## config.mk

```make
export PLATFORM = sky130hd
export DESIGN_NAME = pdf_port_regs
export DESIGN_NICKNAME = d
export VERILOG_FILES = /design/src/include/pdf_pkg.sv /design/src/pdf_pin_stage.sv /design/src/pdf_port_regs.sv
export SDC_FILE = /design/constraint.sdc
export NUM_CORES = 1
export LEC_CHECK = 0
export ABC_AREA = 1
export ABC_CLOCK_PERIOD_IN_PS = 2700
export BUFFER_PORTS_ARGS = -buffer_cell sky130_fd_sc_hd__buf_2
export CAP_MARGIN = 20
export CORE_MARGIN = 1.5
export CORE_UTILIZATION = 48
export DETAILED_ROUTE_END_ITERATION = 10
export GPL_TIMING_DRIVEN = 0
export PLACE_DENSITY = 0.89
export SYNTH_ARGS = -nofsm -noshare
export SYNTH_HDL_FRONTEND = slang
export SYNTH_SLANG_ARGS = --single-unit
export TNS_END_PERCENT = 20
```

## constraint.sdc

```tcl
create_clock -name clk_i -period 2.7 [get_ports clk_i]
set_input_delay 0.405 -clock clk_i [delete_from_list [all_inputs] [get_ports clk_i]]
set_output_delay 0.405 -clock clk_i [all_outputs]
set_load 0.01 [all_outputs]
```

## src/include/pdf_pkg.sv

```systemverilog
// Overview of operation
// - Legacy mode resets port C direction so its pins drive push-pull low.
// - Port C, D and E pins take their reset state while reset is high, with no clock.
// - Port D output register: eight read/write bits, cleared by reset.
// - Port D direction register: eight read/write bits, cleared by reset.
// - Port E output register: eight read/write bits, cleared by reset.
// - Port E direction register: eight read/write bits, cleared by reset.
// - Port F output register: eight read/write bits, cleared by reset.
package pdf_pkg;

    // ==========================================================
    // Widths
    localparam int PDF_PORT_W = 8;
    localparam int PDF_DATA_W = 32;
    localparam int PDF_ADDR_W = 8;

    // ==========================================================
    // Register byte offsets
    localparam logic [PDF_ADDR_W-1:0] PDF_OFS_C_DIR = 8'h00;
    localparam logic [PDF_ADDR_W-1:0] PDF_OFS_C_SAMPLE = 8'h04;
    localparam logic [PDF_ADDR_W-1:0] PDF_OFS_D_OUT = 8'h08;
    localparam logic [PDF_ADDR_W-1:0] PDF_OFS_D_DIR = 8'h0C;
    localparam logic [PDF_ADDR_W-1:0] PDF_OFS_D_SAMPLE = 8'h10;
    localparam logic [PDF_ADDR_W-1:0] PDF_OFS_E_OUT = 8'h14;
    localparam logic [PDF_ADDR_W-1:0] PDF_OFS_E_DIR = 8'h18;
    localparam logic [PDF_ADDR_W-1:0] PDF_OFS_E_SAMPLE = 8'h1C;
    localparam logic [PDF_ADDR_W-1:0] PDF_OFS_F_OUT = 8'h20;
    localparam logic [PDF_ADDR_W-1:0] PDF_OFS_STATUS = 8'h24;

    // ==========================================================
    // Reset values and fields
    localparam logic [PDF_PORT_W-1:0] PDF_RST_ZERO = 8'h00;
    localparam logic [PDF_PORT_W-1:0] PDF_RST_ALL_OUT = 8'hFF;
    localparam int PDF_STATUS_LEGACY_BIT = 0;
    localparam int PDF_SEL_DATA_LANE = 0;

    typedef enum logic [3:0] {
        PDF_REG_C_DIR,
        PDF_REG_C_SAMPLE,
        PDF_REG_D_OUT,
        PDF_REG_D_DIR,
        PDF_REG_D_SAMPLE,
        PDF_REG_E_OUT,
        PDF_REG_E_DIR,
        PDF_REG_E_SAMPLE,
        PDF_REG_F_OUT,
        PDF_REG_STATUS,
        PDF_REG_NONE
    } pdf_reg_t;

endpackage

```

## src/pdf_pin_stage.sv

```systemverilog
`timescale 1ns/100ps
module pdf_pin_stage
    import pdf_pkg::*;
#(
    parameter int WIDTH = PDF_PORT_W
)
(
    // Clock and reset
    input wire logic clk_i,
    input wire logic rst_i,
    // Pin side
    input wire logic [WIDTH-1:0] pin_i,
    output logic [WIDTH-1:0] pin_o,
    output logic [WIDTH-1:0] pin_oe_o,
    // Register side
    input wire logic [WIDTH-1:0] drive_val_i,
    input wire logic [WIDTH-1:0] drive_en_i,
    input wire logic [WIDTH-1:0] reset_val_i,
    input wire logic [WIDTH-1:0] reset_en_i,
    output logic [WIDTH-1:0] sample_o
);

    typedef struct packed {
        logic [WIDTH-1:0] sample;
    } pdf_stage_state_t;

    pdf_stage_state_t state_reg;
    pdf_stage_state_t state_next;

    if (WIDTH < 1)
    begin : g_width
        $error("pdf_pin_stage: WIDTH must be at least 1");
    end

    // ==========================================================
    // Sampling
    // No reset on the sample: it simply follows the pins
    always_comb
    begin
        state_next = state_reg;
        state_next.sample = pin_i;
    end

    always_ff @(posedge clk_i)
    begin
        state_reg <= state_next;
    end

    assign sample_o = state_reg.sample;

    // ==========================================================
    // Drive
    // Reset overrides the pins combinationally so a stopped clock still applies it
    always_comb
    begin
        if (rst_i)
        begin
            pin_o = reset_val_i;
            pin_oe_o = reset_en_i;
        end
        else
        begin
            pin_o = drive_val_i;
            pin_oe_o = drive_en_i;
        end
    end

endmodule

```

## src/pdf_port_regs.sv

```systemverilog
// Added by the designer: the address map and the Wishbone slave port.
`timescale 1ns/100ps
module pdf_port_regs
    import pdf_pkg::*;
(
    // Clock and reset
    input wire logic clk_i,
    input wire logic rst_i,

    // Wishbone slave
    input wire logic wb_cyc_i,
    input wire logic wb_stb_i,
    input wire logic wb_we_i,
    input wire logic [PDF_ADDR_W-1:0] wb_adr_i,
    input wire logic [3:0] wb_sel_i,
    input wire logic [PDF_DATA_W-1:0] wb_dat_i,
    output logic [PDF_DATA_W-1:0] wb_dat_o,
    output logic wb_ack_o,
    output logic wb_err_o,

    // Legacy compatibility strap
    input wire logic legacy_mode_i,

    // Port C pins
    input wire logic [PDF_PORT_W-1:0] port_c_pin_i,
    output logic [PDF_PORT_W-1:0] port_c_pin_o,
    output logic [PDF_PORT_W-1:0] port_c_pin_oe_o,

    // Port D pins
    input wire logic [PDF_PORT_W-1:0] port_d_pin_i,
    output logic [PDF_PORT_W-1:0] port_d_pin_o,
    output logic [PDF_PORT_W-1:0] port_d_pin_oe_o,

    // Port E pins
    input wire logic [PDF_PORT_W-1:0] port_e_pin_i,
    output logic [PDF_PORT_W-1:0] port_e_pin_o,
    output logic [PDF_PORT_W-1:0] port_e_pin_oe_o,

    // Port F output value
    output logic [PDF_PORT_W-1:0] port_f_out_o
);

    // ==========================================================
    // State
    typedef struct packed {
        logic ack;
        logic err;
        logic [PDF_DATA_W-1:0] rdata;
        logic legacy;
        logic [PDF_PORT_W-1:0] c_dir;
        logic [PDF_PORT_W-1:0] d_out;
        logic [PDF_PORT_W-1:0] d_dir;
        logic [PDF_PORT_W-1:0] e_out;
        logic [PDF_PORT_W-1:0] e_dir;
        logic [PDF_PORT_W-1:0] f_out;
    } pdf_state_t;

    pdf_state_t state_reg;
    pdf_state_t state_next;

    logic [PDF_PORT_W-1:0] c_sample;
    logic [PDF_PORT_W-1:0] d_sample;
    logic [PDF_PORT_W-1:0] e_sample;
    logic [PDF_PORT_W-1:0] c_reset_dir;
    pdf_reg_t sel_hit;
    logic req;
    logic lane_ok;
    logic take;
    logic wr_fire;

    // ==========================================================
    // Elaboration checks
    // Every register must fit within one bus word
    if (PDF_PORT_W > PDF_DATA_W)
    begin : g_port_width
        $error("pdf_port_regs: port width exceeds bus width");
    end
    if (PDF_STATUS_LEGACY_BIT >= PDF_DATA_W)
    begin : g_status_bit
        $error("pdf_port_regs: status bit lies outside the bus word");
    end
    if (PDF_SEL_DATA_LANE >= PDF_DATA_W / 8)
    begin : g_data_lane
        $error("pdf_port_regs: data lane lies outside the byte selects");
    end

    // ==========================================================
    // Helpers
    function automatic pdf_reg_t pdf_decode(input logic [PDF_ADDR_W-1:0] adr);
        pdf_reg_t r;
        r = PDF_REG_NONE;
        if (adr == PDF_OFS_C_DIR)
        begin
            r = PDF_REG_C_DIR;
        end
        else if (adr == PDF_OFS_C_SAMPLE)
        begin
            r = PDF_REG_C_SAMPLE;
        end
        else if (adr == PDF_OFS_D_OUT)
        begin
            r = PDF_REG_D_OUT;
        end
        else if (adr == PDF_OFS_D_DIR)
        begin
            r = PDF_REG_D_DIR;
        end
        else if (adr == PDF_OFS_D_SAMPLE)
        begin
            r = PDF_REG_D_SAMPLE;
        end
        else if (adr == PDF_OFS_E_OUT)
        begin
            r = PDF_REG_E_OUT;
        end
        else if (adr == PDF_OFS_E_DIR)
        begin
            r = PDF_REG_E_DIR;
        end
        else if (adr == PDF_OFS_E_SAMPLE)
        begin
            r = PDF_REG_E_SAMPLE;
        end
        else if (adr == PDF_OFS_F_OUT)
        begin
            r = PDF_REG_F_OUT;
        end
        else if (adr == PDF_OFS_STATUS)
        begin
            r = PDF_REG_STATUS;
        end
        return r;
    endfunction

    // Byte data sits in the low lane, upper bits read as zero
    function automatic logic [PDF_DATA_W-1:0] pdf_widen(input logic [PDF_PORT_W-1:0] v);
        return {{(PDF_DATA_W-PDF_PORT_W){1'b0}}, v};
    endfunction

    // Legacy mode resets every port C pin to an output
    function automatic logic [PDF_PORT_W-1:0] pdf_c_reset(input logic legacy);
        return legacy ? PDF_RST_ALL_OUT : PDF_RST_ZERO;
    endfunction

    // Read word of a decoded register; upper lanes read as zero
    function automatic logic [PDF_DATA_W-1:0] pdf_read_word(
        input pdf_reg_t sel,
        input pdf_state_t st,
        input logic [PDF_PORT_W-1:0] c_smp,
        input logic [PDF_PORT_W-1:0] d_smp,
        input logic [PDF_PORT_W-1:0] e_smp
    );
        logic [PDF_DATA_W-1:0] w;
        w = '0;
        if (sel == PDF_REG_C_DIR)
        begin
            w = pdf_widen(st.c_dir);
        end
        else if (sel == PDF_REG_C_SAMPLE)
        begin
            w = pdf_widen(c_smp);
        end
        else if (sel == PDF_REG_D_OUT)
        begin
            w = pdf_widen(st.d_out);
        end
        else if (sel == PDF_REG_D_DIR)
        begin
            w = pdf_widen(st.d_dir);
        end
        else if (sel == PDF_REG_D_SAMPLE)
        begin
            w = pdf_widen(d_smp);
        end
        else if (sel == PDF_REG_E_OUT)
        begin
            w = pdf_widen(st.e_out);
        end
        else if (sel == PDF_REG_E_DIR)
        begin
            w = pdf_widen(st.e_dir);
        end
        else if (sel == PDF_REG_E_SAMPLE)
        begin
            w = pdf_widen(e_smp);
        end
        else if (sel == PDF_REG_F_OUT)
        begin
            w = pdf_widen(st.f_out);
        end
        else if (sel == PDF_REG_STATUS)
        begin
            w[PDF_STATUS_LEGACY_BIT] = st.legacy;
        end
        return w;
    endfunction

    // Byte write into the addressed register; read-only targets keep their value
    function automatic pdf_state_t pdf_write_state(
        input pdf_state_t st,
        input pdf_reg_t sel,
        input logic [PDF_PORT_W-1:0] val
    );
        pdf_state_t s;
        s = st;
        if (sel == PDF_REG_C_DIR)
        begin
            s.c_dir = val;
        end
        else if (sel == PDF_REG_D_OUT)
        begin
            s.d_out = val;
        end
        else if (sel == PDF_REG_D_DIR)
        begin
            s.d_dir = val;
        end
        else if (sel == PDF_REG_E_OUT)
        begin
            s.e_out = val;
        end
        else if (sel == PDF_REG_E_DIR)
        begin
            s.e_dir = val;
        end
        else if (sel == PDF_REG_F_OUT)
        begin
            s.f_out = val;
        end
        return s;
    endfunction

    // Reset image; the status bit catches the strap on the clocked reset, while the port C pins follow it without a clock
    function automatic pdf_state_t pdf_reset_state(
        input logic strap,
        input logic [PDF_PORT_W-1:0] c_dir
    );
        pdf_state_t s;
        s = '0;
        s.legacy = strap;
        s.c_dir = c_dir;
        s.d_out = PDF_RST_ZERO;
        s.d_dir = PDF_RST_ZERO;
        s.e_out = PDF_RST_ZERO;
        s.e_dir = PDF_RST_ZERO;
        s.f_out = PDF_RST_ZERO;
        return s;
    endfunction

    assign sel_hit = pdf_decode(wb_adr_i);
    assign req = wb_cyc_i && wb_stb_i;
    assign lane_ok = wb_sel_i[PDF_SEL_DATA_LANE];
    assign c_reset_dir = pdf_c_reset(legacy_mode_i);
    // Taken only while no answer stands, so a held strobe is not taken twice
    assign take = req && !state_reg.ack && !state_reg.err;
    // Writes land on the edge where the master sees ack
    assign wr_fire = req && state_reg.ack && wb_we_i && lane_ok;

    // ==========================================================
    // Next state
    always_comb
    begin
        state_next = state_reg;
        state_next.ack = 1'b0;
        state_next.err = 1'b0;

        // Answer one edge after the request, drop the next edge
        if (take)
        begin
            if (sel_hit == PDF_REG_NONE)
            begin
                state_next.err = 1'b1;
                state_next.rdata = '0;
            end
            else
            begin
                state_next.ack = 1'b1;
                state_next.rdata = pdf_read_word(sel_hit, state_reg, c_sample, d_sample,
                    e_sample);
            end
        end

        if (wr_fire)
        begin
            state_next = pdf_write_state(state_next, sel_hit, wb_dat_i[PDF_PORT_W-1:0]);
        end

        if (rst_i)
        begin
            state_next = pdf_reset_state(legacy_mode_i, c_reset_dir);
        end
    end

    always_ff @(posedge clk_i)
    begin
        state_reg <= state_next;
    end

    // ==========================================================
    // Bus outputs
    assign wb_ack_o = state_reg.ack;
    assign wb_err_o = state_reg.err;
    assign wb_dat_o = state_reg.rdata;
    assign port_f_out_o = state_reg.f_out;

    // ==========================================================
    // Pin stages
    // Port C only ever drives low; its direction picks which pins drive
    pdf_pin_stage #(
        .WIDTH(PDF_PORT_W)
    ) u_port_c (
        .clk_i(clk_i),
        .rst_i(rst_i),
        .pin_i(port_c_pin_i),
        .pin_o(port_c_pin_o),
        .pin_oe_o(port_c_pin_oe_o),
        .drive_val_i(PDF_RST_ZERO),
        .drive_en_i(state_reg.c_dir),
        .reset_val_i(PDF_RST_ZERO),
        .reset_en_i(c_reset_dir),
        .sample_o(c_sample)
    );

    pdf_pin_stage #(
        .WIDTH(PDF_PORT_W)
    ) u_port_d (
        .clk_i(clk_i),
        .rst_i(rst_i),
        .pin_i(port_d_pin_i),
        .pin_o(port_d_pin_o),
        .pin_oe_o(port_d_pin_oe_o),
        .drive_val_i(state_reg.d_out),
        .drive_en_i(state_reg.d_dir),
        .reset_val_i(PDF_RST_ZERO),
        .reset_en_i(PDF_RST_ZERO),
        .sample_o(d_sample)
    );

    pdf_pin_stage #(
        .WIDTH(PDF_PORT_W)
    ) u_port_e (
        .clk_i(clk_i),
        .rst_i(rst_i),
        .pin_i(port_e_pin_i),
        .pin_o(port_e_pin_o),
        .pin_oe_o(port_e_pin_oe_o),
        .drive_val_i(state_reg.e_out),
        .drive_en_i(state_reg.e_dir),
        .reset_val_i(PDF_RST_ZERO),
        .reset_en_i(PDF_RST_ZERO),
        .sample_o(e_sample)
    );

endmodule

```

==> results of run 1 <==
[how the worst max path moves through the flow]
| stage | start | to | slack, ps |
|---|---|---|---|
| floorplan | wb_adr_i[0] | state_reg[40] | 670 |
| global placement | wb_adr_i[0] | state_reg[45] | 260 |
| detailed placement | wb_adr_i[0] | state_reg[45] | 200 |
| CTS | wb_adr_i[0] | state_reg[45] | 580 |
| global route | rst_i | port_c_pin_oe_o[4] | 470 |
| finish | rst_i | port_e_pin_oe_o[7] | 550 |
[cells by family (layout without fill, tap and decap cells)]
group / after synthesis / in the layout / share of synthesized area
AO/OA/AOI/OAI: 130 / 130 / 0.179
buffers and inverters: 139 / 260 / 0.182
flip-flops: 83 / 83 / 0.441
other: 1 / 32 / 0.000944
AND/OR/NAND/NOR: 179 / 179 / 0.197
[metal layers]
layer | global-route usage | vias to the layer above
met1 | 0.340 | 1779
met4 | 0.109 | 0
li1 | - | 1943
met3 | 0.0445 | 19
met2 | 0.421 | 225
met5 | 0 | -
[critical path, stage by stage]
cell	delay [ps]
sky130_fd_sc_hd__buf_2	160
sky130_fd_sc_hd__clkbuf_1	400
sky130_fd_sc_hd__buf_1	470
sky130_fd_sc_hd__nor2_1	140
sky130_fd_sc_hd__buf_2	170
[through the flow]
stage / util / power (mW) / area [um2] / setup slack [ps] / instances
after detailed placement: 0.600 / 1.53 / 4740 / 201 / 769
after global placement: 0.600 / 1.53 / 4740 / 258 / 769
after CTS: 0.628 / 2.48 / 4960 / 582 / 785
final: 0.629 / 2.48 / 4960 / 548 / 786
after global routing: 0.629 / 2.56 / 4960 / 472 / 786
after floorplan: - / 1.45 / 4090 / 670 / 563
[power by group through the flow]
| stage | clock network, mW | logic (mW) | registers [mW] |
|---|---|---|---|
| final | 0.972 | 0.224 | 1.29 |
| after global routing | 1.02 | 0.246 | 1.29 |
| after CTS | 0.974 | 0.217 | 1.29 |
| after detailed placement | 0 | 0.216 | 1.31 |
| after global placement | 0 | 0.212 | 1.31 |
| after floorplan | 0 | 0.134 | 1.31 |
[area by class of cell]
cell class | count | area, um2
fillers | 716 | 2930
well taps | 102 | 128
multi-input cells | 341 | 1610
clock inverters | 4 | 53.8
inverters | 69 | 259
flip-flops and latches | 83 | 1750
repair buffers | 105 | 526
plain buffers | 70 | 464
clock buffers | 12 | 166
[cells in the final DEF, fill, tap and decap left out, drive strengths merged]
cell	n
a21oi	64
buf	166
bufinv	1
clkbuf	21
clkinv	2
conb	32
dfxtp	74
edfxtp	9
inv	70
nand2	82
nand3	30
nand3b	1
nand4	8
nor2	53
nor3	4
o2111ai	1
o21a	1
o21ai	51
o21bai	2
o22ai	2
o31ai	9
or2	1
==> impl_results.rst, run 1 <==
.. list-table::
   :header-rows: 1

   * - Metric
     - Value
   * - Highest ir drop seen on vdd
     - 0.248 mV
   * - Mean post-synth cell area
     - 7.46 um2
   * - Setup repair after global routing missed its margin
     - no
   * - FF-to-FF Start
     - wb_ack_o
   * - Sequential share of power
     - 0.518
   * - Buffers added on ports
     - 104
   * - Most used standard cells in the synthesized netlist
     - 78 x sky130_fd_sc_hd__nand2_1, 74 x sky130_fd_sc_hd__dfxtp_1, 65 x sky130_fd_sc_hd__inv_1
   * - Cts bufs inserted
     - 9
   * - Detailed router's first-iteration violation count
     - 311
   * - Reg2Reg Depth
     - 3
   * - Wire length on met2
     - 5210 um
   * - Overall die area
     - 0.00883 mm2
   * - Worst EP arrival
     - 1750 ps
   * - Std-Cell Rows
     - 32
   * - Y dimension of the die
     - 94.0 um
   * - CTS tree
     - yes
   * - Top cells by area in the synthesized netlist
     - sky130_fd_sc_hd__dfxtp_1 37%, sky130_fd_sc_hd__buf_4 9.3%, sky130_fd_sc_hd__a21oi_1 7.8%
   * - Leading cell type by number of instances after synthesis
     - sky130_fd_sc_hd__nand2_1
   * - Number of warnings issued by yosys
     - 0
   * - Number of vias per cell
     - 5.05
   * - Syn-to-layout area delta
     - 24.9%
   * - Final GP Congestion
     - 0.917
   * - EDFF count, synth
     - 9
   * - Most area-hungry cell type in the Yosys netlist
     - sky130_fd_sc_hd__dfxtp_1
   * - Core area
     - 0.00789 mm2
   * - Clock Pin Slew Worst Setup and Hold Paths
     - 90 ps
   * - Final min period
     - 2150 ps
   * - CTS sink cnt
     - 83
   * - Crit path kind
     - input pin to primary output
   * - Sum of routed wire segments on met1
     - 4670 um
   * - Crit path launch type
     - input pin
   * - Max Clk Rate
     - 0.465 GHz
   * - Final sum of negative setup slack
     - 0 ps
   * - Antenna-violating nets left
     - 0
   * - Normalized max-slew margin
     - 0.629
   * - Cell at the root of the clock tree
     - sky130_fd_sc_hd__clkbuf_8
   * - Maximum fanout count along the critical path
     - 10
   * - Routed wire length
     - 11200 um
   * - Final setup vio count
     - 0
   * - Longest Clk Path Bufs
     - 2
   * - Post-cts repair resize count
     - 0
   * - Fraction of final layout cells sized beyond drive strength 1
     - 0.288
   * - # IOs
     - 164
   * - Wire length of the first global-routing pass
     - 17300 um
   * - Status
     - complete, no violations
   * - Most used flip-flop cell after synthesis
     - sky130_fd_sc_hd__dfxtp_1
   * - Number of antenna violations at the first check in global routing
     - 0
   * - Detail Placement HPWL
     - 8650 um
   * - Static leakage power
     - 2.46 nW
   * - Antenna cells
     - 0
   * - Synth async-reset ratio
     - 0
   * - Internal
     - 1.88 mW
   * - H-tree depth reported by CTS
     - 3
   * - Worst hold stages
     - 1
   * - Pins Over Slew Limit
     - 0
   * - Clock latency reported for the late side of the worst-skew pair
     - 370 ps
   * - Register-to-Register Setup Slack
     - 940 ps
   * - First-pass iteration count of the detailed router
     - 5
   * - Hold Vio Cnt, Final
     - 0
   * - Max-cap viol count
     - 0
   * - Class of the most critical hold timing path
     - input pin to register
   * - Net load switching power
     - 605 uW
   * - Slew at the pin closest to its max-slew limit
     - 550 ps
   * - Cell Pwr Density
     - 500 mW/mm2
   * - Starting utilization of the core area
     - 0.503
   * - Number of flip-flops under the largest register name
     - 41
   * - Count of mapped cells out of synthesis
     - 532
   * - Flip-flop and latch count after synthesis
     - 83
   * - Top routing layer used
     - met4
   * - Sequential cell area fraction in the yosys report
     - 0.441
   * - Start point of the worst min-delay path
     - port_c_pin_i[2]
   * - Pin count of the biggest net entering global routing
     - 16
   * - Required time reported for the critical path endpoint
     - 2300 ps
   * - Combinational fraction of design power
     - 0.090
   * - X dimension of the die
     - 94.0 um
   * - Terminating pin of the worst hold path
     - u_port_c.sample_o[2]
   * - Number of buffers inserted by post-CTS setup repair
     - 0
   * - Critical register-to-register path endpoint
     - state_reg[45]
   * - Total via count in the routed design
     - 3966
   * - Number of nets in the layout
     - 753
   * - Final routed DRC violation total
     - 0
   * - Smallest hold slack
     - 132 ps
   * - Clock share of power
     - 0.392
   * - Tot GR Track Use
     - 0.260
   * - Hold buffer count at CTS
     - 0
   * - Fin crit share
     - 0.797
   * - GRT Residual Overflow
     - 0
   * - Maximum clock skew at final layout
     - 14.3 ps
   * - Post-Synthesis Cell Area
     - 0.00397 mm2
   * - Area fraction of the dominant cell type after synthesis
     - 0.373
   * - Per-cell routed wire length
     - 14.2 um
   * - Endpoint type of the worst setup path
     - primary output
   * - Net switching share of the total power
     - 0.244
   * - Number of global-route vias before repair
     - 3627
   * - Netlist cell types
     - 33
   * - WL met3
     - 1040 um
Power figures use the tool's default switching activity.
==> run 2: changes to the inputs <==
ABC_AREA = 0   (was 1)
ABC_CLOCK_PERIOD_IN_PS = 1900   (was 2700)
CORE_UTILIZATION = 44   (was 48)
PLACE_DENSITY = 0.85   (was 0.89)
clock period = 1.9 ns   (was 2.7 ns; I/O delays follow)
==> impl_results.rst, run 2 <==
.. list-table::
   :header-rows: 1

   * - Metric
     - Value
   * - CTS sink cnt
     - 83 (unchanged)
   * - Buffer and inverter count on the worst path
     - 0 (-4)
   * - Maximum clock skew at final layout
     - 11.7 ps (-2.58 ps)
   * - # IOs
     - 164 (unchanged)
   * - Fillers
     - 838 (+17%)
   * - Dominant combinational cell family by area after synthesis
     - simple AND/OR/NAND/NOR gates
   * - Clock latency reported for the late side of the worst-skew pair
     - 360 ps (about the same)
   * - Worst EP arrival
     - 2230 ps (+480 ps)
   * - Simple-gate share of the synthesized area
     - 0.216 (+0.0195)
   * - Pins Over Slew Limit
     - 0 (unchanged)
   * - Class of the most critical hold timing path
     - input pin to register
   * - Number of flip-flops under the largest register name
     - 41 (unchanged)
   * - Top cells by area in the synthesized netlist
     - sky130_fd_sc_hd__dfxtp_1 36%, sky130_fd_sc_hd__buf_4 8.7%, sky130_fd_sc_hd__edfxtp_1 6.5%
   * - Normalized max-slew margin
     - 0.599 (-0.0308)
   * - Longest Clk Path Bufs
     - 2 (unchanged)
   * - Final routed DRC violation total
     - 0 (unchanged)
   * - Max Clk Rate
     - 0.517 GHz
   * - Leading cell type in the layout, fill and taps excluded
     - sky130_fd_sc_hd__buf_2
   * - First-pass iteration count of the detailed router
     - 5 (unchanged)
   * - Max incr delay on CP
     - 560 ps (+90 ps)
   * - Std-Cell Rows
     - 35 (+9.4%)
   * - Syn-to-layout area delta
     - 28.0%
   * - Fraction of final layout cells sized beyond drive strength 1
     - 0.346 (+0.0581)
   * - Summed area of non-filler cells in the final layout
     - 0.00529 mm2 (+6.6%)
   * - Number of nets in the layout
     - 696 (-7.6%)
   * - Status
     - complete, but fails checks
   * - H-tree depth reported by CTS
     - 3 (unchanged)
   * - Most used flip-flop cell after synthesis
     - sky130_fd_sc_hd__dfxtp_1
   * - Count of mapped cells out of synthesis
     - 474 (-11%)
   * - Cell Pwr Density
     - 720 mW/mm2 (+44%)
   * - Flip-flop and latch count after synthesis
     - 83 (unchanged)
   * - Total power draw
     - 3.81 mW (+54%)
   * - Number of global-route vias before repair
     - 3630 (+0.083%)
   * - Cell at the root of the clock tree
     - sky130_fd_sc_hd__clkbuf_8
   * - XOR/XNOR Fraction of Synth Area
     - 0.00212 (+0.00212)
   * - Detail Placement HPWL
     - 9680 um (+12%)
   * - Buffers added on ports
     - 103 (-0.96%)
   * - Crit path launch type
     - register
   * - Total via count in the routed design
     - 3848 (-3.0%)
   * - Share of synthesized area spent on multiplexers
     - 0.0639 (+0.0639)
   * - Y dimension of the die
     - 99.9 um (+6.4%)
   * - Cts bufs inserted
     - 9 (unchanged)
   * - Core area
     - 0.00915 mm2 (+16%)
   * - Instance area after placement
     - 0.00490 mm2 (+3.6%)
   * - Final setup vio count
     - 2 (+2)
   * - Wire length of the first global-routing pass
     - 19400 um (+12%)
   * - Antenna-violating nets left
     - 0 (unchanged)
   * - Number of vias per cell
     - 5.21 (+3.3%)
   * - Starting utilization of the core area
     - 0.452 (-0.0518)
   * - Total placed cells including tap cells
     - 719 (-6.5%)
   * - Setup repair after global routing missed its margin
     - yes
   * - Tot GR Track Use
     - 0.257 (-0.00211)
   * - GRT Residual Overflow
     - 0 (unchanged)
   * - Register-to-Register Setup Slack
     - -40 ps (-980 ps)
   * - Most area-hungry cell type in the Yosys netlist
     - sky130_fd_sc_hd__dfxtp_1
   * - EDFF count, synth
     - 9 (unchanged)
   * - Smallest setup slack after layout
     - -36.0 ps (-584 ps)
   * - Mean post-synth cell area
     - 8.72 um2 (+17%)
   * - Final GP Congestion
     - 0.904 (-1.3%)
   * - Number of antenna violations at the first check in global routing
     - 1 (+1)
   * - List of cells traversed by the critical path
     - or4bb_4, or4b_4, a21oi_4, o221ai_2, o21ai_2
   * - Sequential cell area fraction in the yosys report
     - 0.424 (-0.0174)
   * - Most used cells in the layout excluding fill and tap cells
     - 110 x sky130_fd_sc_hd__buf_2, 73 x sky130_fd_sc_hd__dfxtp_1, 69 x sky130_fd_sc_hd__nand2_1, 52 x sky130_fd_sc_hd__buf_4, 34 x sky130_fd_sc_hd__nor2b_1
   * - X dimension of the die
     - 99.9 um (+6.4%)
   * - Slew at the pin closest to its max-slew limit
     - 597 ps (+47.4 ps)
   * - Highest ir drop seen on vdd
     - 0.380 mV (+53%)
   * - Routed wire length
     - 12700 um (+14%)
   * - Standard cell with the maximum stage delay on the critical path
     - sky130_fd_sc_hd__or4b_4
   * - CTS tree
     - yes
   * - Pin count of the biggest net entering global routing
     - 15 (-1)
   * - Final min period
     - 1940 ps
   * - Per-cell routed wire length
     - 17.3 um (+21%)
   * - Violations in the final reports
     - setup timing
   * - Maximum fanout count along the critical path
     - 4 (-6)
   * - Max-cap viol count
     - 0 (unchanged)
   * - Hold buffer count at CTS
     - 0 (unchanged)
   * - Most used standard cells in the synthesized netlist
     - 74 x sky130_fd_sc_hd__dfxtp_1, 70 x sky130_fd_sc_hd__nand2_1, 48 x sky130_fd_sc_hd__buf_4
   * - Area fraction of the dominant cell type after synthesis
     - 0.358 (-0.0147)
   * - Cell Count, Final, Fillers Out
     - 738 (-6.1%)
   * - Post-Synthesis Cell Area
     - 0.00413 mm2 (+4.1%)
   * - Crit path kind
     - register to register
   * - Clock Pin Slew Worst Setup and Hold Paths
     - 90 ps (about the same)
   * - Leading cell type by number of instances after synthesis
     - sky130_fd_sc_hd__dfxtp_1
   * - Netlist cell types
     - 55 (+67%)
   * - Fraction of the mapped netlist area in compound gates
     - 0.163 (-0.0158)
   * - Detailed router's first-iteration violation count
     - 228 (-27%)
   * - Synth Area in Adders
     - 0 (unchanged)
   * - Synth async-reset ratio
     - 0 (unchanged)
   * - Required time reported for the critical path endpoint
     - 2190 ps (-110 ps)
   * - Static leakage power
     - 2.47 nW (+0.36%)
   * - Fin crit share
     - 1.02
   * - Smallest hold slack
     - 20.6 ps (-112 ps)
   * - Endpoint type of the worst setup path
     - register
   * - Cell type group with the largest total delay on the critical path
     - simple AND/OR/NAND/NOR gates
   * - Hold Vio Cnt, Final
     - 0 (unchanged)
   * - Overall die area
     - 0.00999 mm2 (+13%)
   * - Antenna cells
     - 0 (unchanged)
   * - Number of warnings issued by yosys
     - 0 (unchanged)
==> run 2: changes by cell type in the layout (fill, tap and decap cells not counted), sizes merged, moves of 9 or more <==
cell | before | now
mux2i | 0 | 23
inv | 70 | 14
o31ai | 9 | 0
a21oi | 64 | 28
o21ai | 51 | 19
nor2 | 53 | 34
nand2 | 82 | 70
clkbuf | 21 | 30
nor2b | 0 | 35
nand3 | 30 | 4
==> run 2: cell families after synthesis <==
logic type / Yosys count
simple gates: 174
compound gates: 100
buf+inv: 89
flops: 83
mux: 26
xor+xnor: 1
other cells: 1
==> run 2: layer usage <==
layer	GRT usage	part of all wire	vias to the layer above
met4	0.0802	0.024	0
met1	0.339	0.44	1777
li1	-	-	1833
met3	0.0550	0.083	27
met2	0.424	0.45	211
met5	0	0	-
==> run 2: repair_timing <==
| item | 4_1_cts | 5_1_grt |
|---|---|---|
| pin swaps | 4 | 5 |
| buffers inserted | 2 | 2 |
| resized for setup | 22 | 14 |
| endpoints found under the hold margin | 0 | 0 |
| setup endpoints to repair | 62 | 25 |
==> run 2: path summary, 6_finish.rpt <==
kind / startpoint / end / cells past startpoint
setup / recovery: wb_ack_o / wb_dat_o[3] / 5
hold / removal: port_c_pin_i[2] / u_port_c.sample_o[2] / 1
setup reg to reg: wb_ack_o / wb_dat_o[3] / 5
hold reg to reg: state_reg[13] / state_reg[13] / 2
==> run 2: power breakdown <==
group          leakage [nW]  switching [mW]  internal [mW]
clock                 0.126           0.664          0.920
combinational          1.65           0.239          0.151
sequential            0.692          0.0213           1.81
==> run 2: area by class of cell <==
class,count,area [um2],area share
plain buffers,76,502,0.0948
clock buffers,11,141,0.0267
clock inverters,5,108,0.0203
inverters,12,45.0,0.00851
multi-input cells,333,2060,0.389
flip-flops and latches,83,1750,0.331
well taps,111,139,0.0263
repair buffers,107,546,0.103
==> run 2: metrics by stage <==
stage / utilization / TNS (ps) / setup WS (ps)
after floorplan: - / -121 / -14.3
after global placement: 0.536 / -24240 / -775
after detailed placement: 0.536 / -26800 / -818
after CTS: 0.573 / -496 / -164
after global routing: 0.578 / -459 / -87.4
final: 0.578 / -48.7 / -36.0
